File: src/bld_defs.svh
/*
 Constants of the board local address decoder: quadrant codes, peripheral
 offsets, host port layout and command bits. Included by bld_pkg and the
 decoder files; holds definitions only.
*/
`ifndef BLD_DEFS_SVH
`define BLD_DEFS_SVH

// ----------------------------------------------------------------------
// Local memory quadrants (address bits 19:18)
// ----------------------------------------------------------------------
`define BLD_QUAD_LSB 18
`define BLD_QUAD_RAM 2'h0
`define BLD_QUAD_MMIO 2'h1
`define BLD_QUAD_WIN 2'h2
`define BLD_QUAD_ROM 2'h3
`define BLD_RAM_WAITS 2'h1
`define BLD_ROM_WAITS 2'h0
`define BLD_MMIO_WAITS 2'h0
`define BLD_WIN_LSB 16

// ----------------------------------------------------------------------
// Peripheral area offsets from peripheral_base
// ----------------------------------------------------------------------
`define BLD_OFS_ATTN 10'h000
`define BLD_OFS_ROM_LO 10'h080
`define BLD_OFS_ROM_HI 10'h0be
`define BLD_OFS_LEDLB 10'h100
`define BLD_OFS_UPADR 10'h102
`define BLD_OFS_IO_EN 10'h104
`define BLD_OFS_IO_DIS 10'h106
`define BLD_OFS_IRQ_DIS 10'h108
`define BLD_OFS_IRQ_EN 10'h10a
`define BLD_PERIPH_SPAN 10
`define BLD_ROM_WORDS 32

// ----------------------------------------------------------------------
// Host port block and command bits
// ----------------------------------------------------------------------
`define BLD_HOST_BASE_DEF 16'h00a8
`define BLD_HOST_WIDE_DEF 1'b0
`define BLD_PORT_CMD 2'h0
`define BLD_PORT_PTR_LO 2'h1
`define BLD_PORT_PTR_MID 2'h2
`define BLD_PORT_PTR_HI 2'h3
`define BLD_CMD_RESET_BIT 0
`define BLD_CMD_ATTN_BIT 1
`define BLD_CMD_IRQCLR_BIT 2

`endif

File: src/bld_pkg.sv
/*
 Types of the board local address decoder. Assumes bld_defs.svh on the
 include path.
*/
`include "bld_defs.svh"

package bld_pkg;

    typedef enum logic [1:0] {
        BLD_REGION_RAM,
        BLD_REGION_MMIO,
        BLD_REGION_WIN,
        BLD_REGION_ROM
    } bld_region_type;

    // Local processor bus cycle
    typedef struct packed {
        logic        req;
        logic        wr;
        logic [19:0] addr;
        logic [7:0]  wdata;
    } bld_local_req_type;

    // Host I/O write cycle
    typedef struct packed {
        logic        wr;
        logic [15:0] addr;
        logic [7:0]  data;
    } bld_host_req_type;

    // Peripheral strobes, one-cycle pulses
    typedef struct packed {
        logic attn;
        logic led_loop_wr;
        logic upadr_wr;
        logic io_en;
        logic io_dis;
        logic irq_dis;
        logic irq_en;
    } bld_strobe_type;

endpackage

File: src/bld_host_ports.sv
/*
 Host-side slave: four adjacent write-only byte ports on the host I/O
 space. Assumes host writes are one-cycle strobes synchronous to clk.
*/
`timescale 1ns/1ps
`default_nettype none

`include "bld_defs.svh"

module bld_host_ports
    import bld_pkg::*;
(
    input wire logic clk,
    input wire logic rst,
    input wire bld_host_req_type host_req,
    input wire logic [15:0] host_base,
    input wire logic host_wide,
    output logic [23:0] config_pointer,
    output logic cmd_board_reset,
    output logic cmd_attention,
    output logic cmd_irq_clear
);

    logic [23:0] ptr_q;
    logic [23:0] ptr_d;
    logic hit;
    logic [1:0] port;

    // --------------------------------------------------------------
    // Port decode
    // --------------------------------------------------------------
    // Narrow decoding ignores the upper address byte entirely.
    always_comb
    begin
        port = host_req.addr[1:0];
        if (host_wide)
            hit = host_req.addr[15:2] == host_base[15:2];
        else
            hit = host_req.addr[7:2] == host_base[7:2];
        hit = hit && host_req.wr;
    end

    always_comb
    begin
        ptr_d = ptr_q;
        if (hit && port == `BLD_PORT_PTR_LO)
            ptr_d[7:0] = host_req.data;
        if (hit && port == `BLD_PORT_PTR_MID)
            ptr_d[15:8] = host_req.data;
        if (hit && port == `BLD_PORT_PTR_HI)
            ptr_d[23:16] = host_req.data;
    end

    always_ff @(posedge clk or posedge rst)
    begin
        if (rst)
            ptr_q <= 24'h000000;
        else
            ptr_q <= ptr_d;
    end

    assign config_pointer = ptr_q;

    // --------------------------------------------------------------
    // Command port, bits 7:3 ignored
    // --------------------------------------------------------------
    always_comb
    begin
        cmd_board_reset = hit && port == `BLD_PORT_CMD
                          && host_req.data[`BLD_CMD_RESET_BIT];
        cmd_attention = hit && port == `BLD_PORT_CMD
                        && host_req.data[`BLD_CMD_ATTN_BIT];
        cmd_irq_clear = hit && port == `BLD_PORT_CMD
                        && host_req.data[`BLD_CMD_IRQCLR_BIT];
    end

endmodule

`default_nettype wire

File: src/bld_decode.sv
/*
 Board local address decoder: quadrant split, wait states, peripheral
 strobes and control latches, host port block. Assumes the local processor
 and host present synchronous requests on clk; host writes last one cycle. Jumper inputs
 host_base and host_wide are static; the station store is loaded through
 its load port before the first read.
*/
// Operation
// - Top quadrant selects EPROM with zero wait states.
// - Bottom quadrant selects RAM with exactly one wait state.
// - Three memory selects read back the host pointer bytes.
// - Station PROM read on even offsets 80h to BEh, one byte each.
// - Write at 100h latches LED-off bit 0 and loopback bit 1.
// - Write at 102h loads the bus upper address latch.
// - Write 104h enables bus I/O, 106h disables; data ignored.
// - Write 108h disables host interrupt, 10Ah enables it.
// - Board is slave at four adjacent write-only host byte ports.
// - Host base on any 4-byte boundary, 8- or 16-bit decoding.
// - Default host decode is 8-bit at base A8h.
// - Address bits 18 and 19 pick one of four quadrants.
// - Third quadrant is a bus window moved in 64K steps.
// - Command bits: 0 resets board, 1 attention, 2 clears irq.
// - Only local processor sets host irq; only host command bit 2 clears it.
`timescale 1ns/1ps
`default_nettype none

`include "bld_defs.svh"

module bld_decode
    import bld_pkg::*;
#(
    parameter logic [15:0] HOST_BASE = `BLD_HOST_BASE_DEF,
    parameter logic HOST_WIDE = `BLD_HOST_WIDE_DEF,
    parameter logic [19:0] MEM_SEL_BASE = 20'h40000,
    parameter logic [19:0] PERIPH_BASE = 20'h40400
)
(
    input wire logic clk,
    input wire logic rst,
    input wire bld_local_req_type local_req,
    output logic local_ready,
    output logic [7:0] local_rdata,
    output bld_region_type region,
    output logic ram_sel,
    output logic rom_sel,
    output logic win_sel,
    output logic [23:0] win_addr,
    input wire logic irq_set,
    input wire bld_host_req_type host_req,
    input wire logic [15:0] host_base,
    input wire logic host_wide,
    input wire logic station_we,
    input wire logic [4:0] station_waddr,
    input wire logic [7:0] station_wdata,
    output logic lan_attention,
    output logic led_off,
    output logic loopback,
    output logic bus_io_enabled,
    output logic host_irq,
    output logic board_reset_req
);

    logic [7:0] station_mem [0:`BLD_ROM_WORDS-1];
    logic [23:0] config_pointer;
    logic cmd_board_reset;
    logic cmd_attention;
    logic cmd_irq_clear;
    bld_strobe_type stb;
    logic periph_hit;
    logic mem_hit;
    logic [9:0] pofs;
    logic [19:0] prel;
    logic [19:0] mrel;
    logic [1:0] wait_need;

    logic [1:0] wait_q;
    logic [1:0] wait_d;
    logic [7:0] rdata_q;
    logic [7:0] rdata_d;
    logic [1:0] ledlb_q;
    logic [1:0] ledlb_d;
    logic [7:0] upadr_q;
    logic [7:0] upadr_d;
    logic io_en_q;
    logic io_en_d;
    logic irq_en_q;
    logic irq_en_d;
    logic irq_q;
    logic irq_d;
    logic attn_q;
    logic attn_d;
    logic brst_q;
    logic brst_d;

    // ------------------------------------------------------------------
    // Host port block
    // ------------------------------------------------------------------
    bld_host_ports i_bld_host_ports (
        .clk(clk),
        .rst(rst),
        .host_req(host_req),
        .host_base(host_base),
        .host_wide(host_wide),
        .config_pointer(config_pointer),
        .cmd_board_reset(cmd_board_reset),
        .cmd_attention(cmd_attention),
        .cmd_irq_clear(cmd_irq_clear)
    );

    // ------------------------------------------------------------------
    // Station address store, loaded once at manufacture via the write port
    // ------------------------------------------------------------------
    // No reset: the contents must outlive a board reset, as a PROM would
    always_ff @(posedge clk)
    begin
        if (station_we)
            station_mem[station_waddr] <= station_wdata;
    end

    // ------------------------------------------------------------------
    // Quadrant decode
    // ------------------------------------------------------------------
    function automatic bld_region_type quad_of(input logic [19:0] a);
        quad_of = bld_region_type'(a[19:`BLD_QUAD_LSB]);
    endfunction

    function automatic logic quad_hit(input bld_local_req_type r,
                                      input bld_region_type q);
        quad_hit = r.req && quad_of(r.addr) == q;
    endfunction

    // Both spans are checked over 1K, the memory selects then cut to 4 bytes; a base near a quadrant edge loses the
    // part of its span that spills over, since the quadrant gate comes first
    localparam logic [19:0] SEL_SPAN = 20'h00001 << `BLD_PERIPH_SPAN;

    function automatic logic in_span(input logic [19:0] a,
                                     input logic [19:0] base);
        logic [19:0] d;
        d = a - base;
        in_span = a >= base && d < SEL_SPAN;
    endfunction

    always_comb
    begin
        region = quad_of(local_req.addr);
        ram_sel = quad_hit(local_req, BLD_REGION_RAM);
        rom_sel = quad_hit(local_req, BLD_REGION_ROM);
        win_sel = quad_hit(local_req, BLD_REGION_WIN);
        // Window bits 17:16 add to the latch so 64K steps overlap
        win_addr = {upadr_q, 16'h0000}
                   + {6'h00, local_req.addr[17:0]};
        // Selects outside the I/O quadrant are never honoured
        prel = local_req.addr - PERIPH_BASE;
        mrel = local_req.addr - MEM_SEL_BASE;
        pofs = prel[9:0];
        periph_hit = quad_hit(local_req, BLD_REGION_MMIO)
                     && in_span(local_req.addr, PERIPH_BASE);
        mem_hit = quad_hit(local_req, BLD_REGION_MMIO)
                  && in_span(local_req.addr, MEM_SEL_BASE)
                  && mrel[9:2] == 8'h00;
        unique case (region)
            BLD_REGION_RAM: wait_need = `BLD_RAM_WAITS;
            BLD_REGION_ROM: wait_need = `BLD_ROM_WAITS;
            default: wait_need = `BLD_MMIO_WAITS;
        endcase
    end

    // ------------------------------------------------------------------
    // Peripheral strobes
    // ------------------------------------------------------------------
    always_comb
    begin
        stb = '0;
        if (periph_hit && local_req.wr)
        begin
            stb.attn = pofs == `BLD_OFS_ATTN;
            stb.led_loop_wr = pofs == `BLD_OFS_LEDLB;
            stb.upadr_wr = pofs == `BLD_OFS_UPADR;
            stb.io_en = pofs == `BLD_OFS_IO_EN;
            stb.io_dis = pofs == `BLD_OFS_IO_DIS;
            stb.irq_dis = pofs == `BLD_OFS_IRQ_DIS;
            stb.irq_en = pofs == `BLD_OFS_IRQ_EN;
        end
        // Channel attention answers reads too: any access strobes it
        if (periph_hit && !local_req.wr && pofs == `BLD_OFS_ATTN)
            stb.attn = 1'b1;
    end

    // ------------------------------------------------------------------
    // Wait states and read data
    // ------------------------------------------------------------------
    // The request is held by the processor until local_ready.
    // The count clears whenever req is low, so a dropped access starts anew.
    always_comb
    begin
        wait_d = 2'h0;
        if (local_req.req && wait_q != wait_need)
            wait_d = wait_q + 2'h1;
        local_ready = local_req.req && wait_q == wait_need;
        // Write-only offsets, the window and EPROM all read back as zero
        rdata_d = 8'h00;
        if (mem_hit)
        begin
            unique case (mrel[1:0])
                2'h0: rdata_d = config_pointer[7:0];
                2'h1: rdata_d = config_pointer[15:8];
                2'h2: rdata_d = config_pointer[23:16];
                default: rdata_d = 8'h00;
            endcase
        end
        if (periph_hit && !pofs[0] && pofs >= `BLD_OFS_ROM_LO
            && pofs <= `BLD_OFS_ROM_HI)
            rdata_d = station_mem[pofs[5:1]];
    end

    always_ff @(posedge clk or posedge rst)
    begin
        if (rst)
        begin
            wait_q <= 2'h0;
            rdata_q <= 8'h00;
        end
        else
        begin
            wait_q <= wait_d;
            rdata_q <= rdata_d;
        end
    end

    // Data registered; valid in the cycle after the select is seen
    assign local_rdata = rdata_q;

    // ------------------------------------------------------------------
    // Control latches
    // ------------------------------------------------------------------
    always_comb
    begin
        ledlb_d = ledlb_q;
        upadr_d = upadr_q;
        io_en_d = io_en_q;
        irq_en_d = irq_en_q;
        irq_d = irq_q;
        if (stb.led_loop_wr && local_ready)
            ledlb_d = local_req.wdata[1:0];
        if (stb.upadr_wr && local_ready)
            upadr_d = local_req.wdata;
        if (stb.io_en && local_ready)
            io_en_d = 1'b1;
        if (stb.io_dis && local_ready)
            io_en_d = 1'b0;
        if (stb.irq_dis && local_ready)
            irq_en_d = 1'b0;
        if (stb.irq_en && local_ready)
            irq_en_d = 1'b1;
        // Set beats a host clear arriving in the same cycle
        if (cmd_irq_clear)
            irq_d = 1'b0;
        if (irq_set)
            irq_d = 1'b1;
        // One-cycle pulses: each request strobe is itself one cycle long
        attn_d = (stb.attn && local_ready) || cmd_attention;
        brst_d = cmd_board_reset;
    end

    always_ff @(posedge clk or posedge rst)
    begin
        if (rst)
        begin
            ledlb_q <= 2'h0;
            upadr_q <= 8'h00;
            io_en_q <= 1'b0;
            irq_en_q <= 1'b0;
            irq_q <= 1'b0;
            attn_q <= 1'b0;
            brst_q <= 1'b0;
        end
        else
        begin
            ledlb_q <= ledlb_d;
            upadr_q <= upadr_d;
            io_en_q <= io_en_d;
            irq_en_q <= irq_en_d;
            irq_q <= irq_d;
            attn_q <= attn_d;
            brst_q <= brst_d;
        end
    end

    // ------------------------------------------------------------------
    // Outputs
    // ------------------------------------------------------------------
    // Disable only gates the output; the pending request survives it
    assign host_irq = irq_q && irq_en_q;
    assign led_off = ledlb_q[0];
    assign loopback = ledlb_q[1];
    assign bus_io_enabled = io_en_q;
    assign lan_attention = attn_q;
    assign board_reset_req = brst_q;

endmodule

`default_nettype wire

File: config.mk
export PLATFORM = sky130hd
export DESIGN_NAME = bld_decode
export DESIGN_NICKNAME = d
export VERILOG_FILES = /design/src/bld_pkg.sv /design/src/bld_host_ports.sv /design/src/bld_decode.sv
export VERILOG_INCLUDE_DIRS = /design/src
export SDC_FILE = /design/constraint.sdc
export NUM_CORES = 1
export LEC_CHECK = 0
export ABC_AREA = 1
export BUFFER_PORTS_ARGS = -buffer_cell sky130_fd_sc_hd__buf_2
export CORE_MARGIN = 1.5
export CORE_UTILIZATION = 40
export CTS_BUF_LIST = sky130_fd_sc_hd__clkbuf_16
export DETAILED_ROUTE_END_ITERATION = 8
export PLACE_DENSITY_LB_ADDON = 0.25
export SYNTH_ARGS = -nofsm -noshare
export SYNTH_HDL_FRONTEND = slang
export SYNTH_HIERARCHICAL = 1
export SYNTH_SLANG_ARGS = --single-unit
File: constraint.sdc
create_clock -name clk -period 6.1 [get_ports clk]
set_clock_uncertainty 0.15 [all_clocks]
set_input_delay 1.83 -clock clk [delete_from_list [all_inputs] [get_ports clk]]
set_output_delay 1.83 -clock clk [all_outputs]
set_load 0.005 [all_outputs]
Yosys cells after proc, flatten, opt, wreduce, memory -nomap -nowiden. Memory sizes are Yosys's and may differ from the RTL's. Cells that the tools add are included.

Eq/ne operators: 18. Reductions and logical operators: 44. Order comparisons: 6. Mux-type cells: 16. $add $sub $neg: 4.

Operators with widths (number): 10-bit by 9-bit equality test with 1-bit output, second input constant (6); 20-bit by 19-bit greater-or-equal comparator with 1-bit output, second input constant (2); 20-bit by 11-bit < comparator with 1-bit output, second input constant (2); 20-bit by 19-bit subtractor with 20-bit output, second input constant (2); 1-bit logical AND (33); 24-bit by 18-bit adder with 24-bit output (1); 8-bit one-hot mux with 3 select lines (1); 8-bit 2-to-1 mux (2); 14-bit equality test (1); 1-bit 2-to-1 mux (11); 2-bit equality test, second input constant (5); 10-bit by 8-bit greater-or-equal comparator with 1-bit output, second input constant (1); 10-bit by 8-bit less-or-equal comparator with 1-bit output, second input constant (1); 10-bit zero test (1); 8-bit zero test (1); 7-bit 2-to-1 mux (1); 2-bit by 1-bit equality test with 1-bit output, second input constant (3); 6-bit equality test (1); 2-bit zero test (3); 2-bit nonzero test (3); 2-bit by 1-bit adder with 2-bit output, second input constant (1); 2-bit equality test (1); 1-bit zero test (2); 2-bit 2-to-1 mux (1); other kinds (2) (2).

Word-level logic and storage cells: 101. Register bits: 49. Memories: 1. Input port bits: 89. Bits in writable memories: 256. Output and inout bits: 44.

Memories: station_mem (words 32, width 8, rd ports 1, clocked after memory_dff 0, wr ports 1, line bld_decode.sv:63) `` logic [7:0] station_mem [0:`BLD_ROM_WORDS-1]; ``.

Depth between registers and ports, before layout.
Depth in word-level cells: 9. Depth in mapped cells: 13. Depth with buffers taken out: 12.

Cells and area by module. The synthesis kept the hierarchy.

By module, submodules not included: bld_decode (cells each 1225, area an instance 12455.7 µm², times used 1, sequential area each 8313.0 µm²); bld_host_ports (cells each 169, area an instance 1362.6 µm², times used 1, sequential area each 600.6 µm²).

Worst setup path before layout. No wires, ideal clock.

Kind: in2out. Start point: input port local_req[24] (netlist bit). End point: output port win_addr[22]. Path buffers: 0. Data required time: 4.120 ns. Path slack: 1.315 ns. Stages: 6. Arrival time: 2.805 ns. Path through: ha_1 > inv_1 > fa_1 > nor2_1 > nand2_1 > xnor2_1.

Cells in the longest elaborated chain, start to end: 1.

Ends and longest elaborated chain: from (decl) (line bld_decode.sv:40) `input wire bld_local_req_type local_req,`; 24-bit by 18-bit adder with 24-bit output (line bld_decode.sv:151) `+ {6'h00, local_req.addr[17:0]};`; to (decl) (line bld_decode.sv:47) `output logic [23:0] win_addr,`.

Every way passes these cells.

Final worst setup path. Ends and elaborated chain as after synthesis.

==> metrics.md <==
| Metric | Value |
|---|---|
| Yosys top cell by area | edfxtp_1 |
| Clock Path Buffers | 3 |
| Storage cell area | 8914 um^2 |
| IO Pins | about 130 |
| Vias | 9691 |
| Synth Warn # | 6 |
| Die area | 35670 um^2 |
| Hold Buf Count CTS | 0 |
| Crit path to | win_addr[22] |
| Max_slew headroom | 0.3303 |
| Most used cell along the critical path | buf_2 |
| Avg Cell Area, Syn | 9.913 um^2 |
| Psw | 1070 uW |
| PD cells | 297.2 nW/um^2 |
| FF+latch count, synth | 305 |
| Gr ovfl total | 0 |
| Post-CTS sizing | 0 |
| I/O Buffers | 130 |
| First-pass GRT wire length | 51230 um |
| Commonest cells in the synthesized netlist | nand2_1 (523), edfxtp_1 (256), nor2_1 (182) |
| Mapped Nets | roughly 1.5k |
| Setup CP Type | in -> out |
| CP startpoint | local_req[24] |
| RSZ-0062 raised after global routing | no |
| Crit path DAT | 3.12 ns |
| Worst R2R Start | wait_q[0] |
| Vias per inst | about 5 |
| Root buffer cell | clkbuf_16 |
| DR DRC count | 0 |
| CP Max Fanout | 4 |
| Clock power share | 0.438 |
| Post-Syn Area | 13820 um^2 |
| Max Slew Vio Count | 0 |
| DR pass1 iterations | 5 |
| Core area | 33780 um^2 |
| EDFF count, synth | roughly 260 |
| Die Wd | 188.9 um |
| Worst path slowest cell | fa_1 |
| CTS tree | built |
| R2R Path End | upadr_q[2] |
| WP data required | 4.12 ns |
| Initial Utilization | 0.4090 |
| Ys flop type | edfxtp_1 |
| Worst VDD drop | just under 0.2 mV |
| Int Pwr | between 3000 and 4000 uW |
| Clk slew on worst S/H paths | 0.06 ns |
| Cts bufs inserted | 34 |
| Multi-input logic area | between 4000 and 5000 um^2 |
| Area grow syn2layout | 14.26% |
| Leakage Power | 0.006764 uW |
| Status | complete, no violations |
| Total clock sinks | 305 |
| Clock Latency Late Sink | 0.52 ns |
| Final #Nets | ~1.6k |
| # H-tree levels | 2 |
| CP Cell Sequence | buf_2, ha_1, inv_1, fa_1, nor2_1, nand2_1, xnor2_1, buf_2 |
| Fin crit share | 0.8366 |
| Power share of the combinational group | 0.071 |
| Setup bufs post-CTS | 0 |
| Synth top area share | 0.5563 |
| Iter 0 DRT Violations | 766 |
| DP HPWL | 20300 um |
| Site row count | 67 |
| Largest cells by area after synthesis | edfxtp_1 (56%), nand2_1 (14%), dfrtp_1 (8.9%) |
| Chip height | 188.9 um |
| Crit end category | output pin |
| Worst path max stage delay | 0.40 ns |
| Top-count cell post-synth | nand2_1 |
| GRT Total Usage | 0.1833 |
| Sw frac | 0.2279 |
| Post-synthesis sequential area ratio | 0.6451 |
| Worst slew pin tran | 1.003 ns |
| Vias in the first global route | 9224 |
| Tot Pwr | 4693 uW |
| Share of layout cells above drive strength 1 | 0.1492 |
| Reg power frac | 0.491 |
| Hold Path Class | reg -> reg |
| Synth unique cells | 42 |
| Final ANT Viol Nets | 0 |
| WL per Instance | 16.53 um |
| Ant diodes | 0 |
| Peak Freq | 196.0 MHz |
| Setup Viol. Count Final | 0 |
| Final hold violations | 0 |
| Total Wirelength | 32560 um |
| Max Cap Viol | 0 |
| Worst R2R Setup Slack | 4.36 ns |
| # fillers | ~3.2k |
| Minimum clock period | 5.103 ns |
| R2R depth | 9 |
| Largest net degree at the start of global routing | 124 |
| Critical path startpoint category | input port |
| Setup_tns | 0 ns |
| Initial antenna violation count | 0 |
| Fraction of registers with async set/reset | 0.1607 |
| Placer congestion estimate | 0.8223 |
| Synth Instances | 1394 |
## worst min path at each step
stage | from | endpoint | slack (ns) | depth (start not counted)
floorplan | irq_en_q | irq_en_q | 0.29 | 2
global placement | ledlb_q[0] | ledlb_q[0] | 0.30 | 2
detailed placement | i_bld_host_ports/config_pointer[23] | i_bld_host_ports/config_pointer[23] | 0.31 | 2
CTS | i_bld_host_ports/config_pointer[8] | i_bld_host_ports/config_pointer[8] | 0.32 | 2
global route | i_bld_host_ports/config_pointer[20] | i_bld_host_ports/config_pointer[20] | 0.34 | 2
finish | i_bld_host_ports/config_pointer[9] | i_bld_host_ports/config_pointer[9] | 0.32 | 2
## logic make-up after synthesis
family          Yosys count  share of synthesized area
xor+xnor                 11                   0.007516
simple gates            844                     0.2581
flops                   305                     0.6451
fa+ha+maj                 3                   0.003259
buf+inv                 141                    0.04998
compound gates           90                    0.03604
## critical path, delay by kind of cell
family | cells | cell delay [ns]
xor+xnor | 1 | 0.13
fa+ha+maj | 2 | 0.56
simple gates | 2 | 0.31
buf+inv | 3 | 0.29
## through the flow
| stage | cells | hold slack, ns | worst slack [ns] | instance area [um^2] | utilization |
|---|---|---|---|---|---|
| 2_1_floorplan | 1394 | 0.2911 | 1.315 | 13820 | - |
| 4_1_cts | 1969 | 0.3230 | 1.003 | 15790 | 0.4674 |
| 3_3_place_gp | 1907 | 0.3045 | 0.9854 | 14660 | 0.4340 |
| 5_1_grt | 1969 | 0.3357 | 0.8634 | 15790 | 0.4674 |
| 3_5_place_dp | 1907 | 0.3087 | 1.005 | 14660 | 0.4340 |
| 6_report | 1969 | 0.3196 | 0.9967 | 15790 | 0.4674 |
## power by group through the flow
stage / clock network [uW] / logic (uW) / registers (uW)
after floorplan: 0 / 204 / 2340
after global placement: 0 / 329 / 2350
after detailed placement: 0 / 334 / 2350
after CTS: 2090 / 335 / 2300
after global routing: 2180 / 375 / 2310
final: 2060 / 333 / 2300
## placed cells by master, fill, tap and decap left out, types with 2 or more instances in the layout
cell type,instances
clkinv_1,8
clkbuf_16,34
dfrtp_1,49
edfxtp_1,256
inv_1,71
nor2_8,2
or2_2,8
nor2_1,182
nor2_4,4
nand3_1,68
and3_1,2
buf_4,4
buf_2,129
bufinv_16,5
nor2_2,6
nand3_4,5
o21bai_1,2
o21ai_0,32
o211ai_1,16
inv_6,4
xnor2_1,9
nand3_2,3
nand2_4,3
clkinv_2,3
inv_2,5
nor3_1,6
nand2_1,523
nand4_1,24
ha_1,2
nand2_2,4
o21ai_1,38
## cell type report
cell class,instances,area share
multi-input combinational,948,0.2669
timing repair buffer,134,0.04406
tap,448,0.03550
clock inverter,28,0.01743
inverter,72,0.01767
clock buffer,34,0.05389
sequential,305,0.5645
## registers in the layout (all words and copies together), names as in the netlist
signal	flops
station_mem	256
wait_q	2
local_rdata	8
board_reset_req	1
irq_en_q	1
i_bld_host_ports/config_pointer	24
ledlb_q	2
upadr_q	8
bus_io_enabled	1
irq_q	1
lan_attention	1
## routing by layer
metal / track usage / share of wire / wire (um) / up-vias
met2: 0.2934 / 0.47 / 15190 / 254
li1: - / - / - / 4802
met1: 0.2627 / 0.47 / 15180 / 4586
met5: 0 / 0 / 0 / -
met3: 0.02335 / 0.047 / 1532 / 49
met4: 0.05189 / 0.020 / 656 / 0
(Power assumes the default switching activity.)
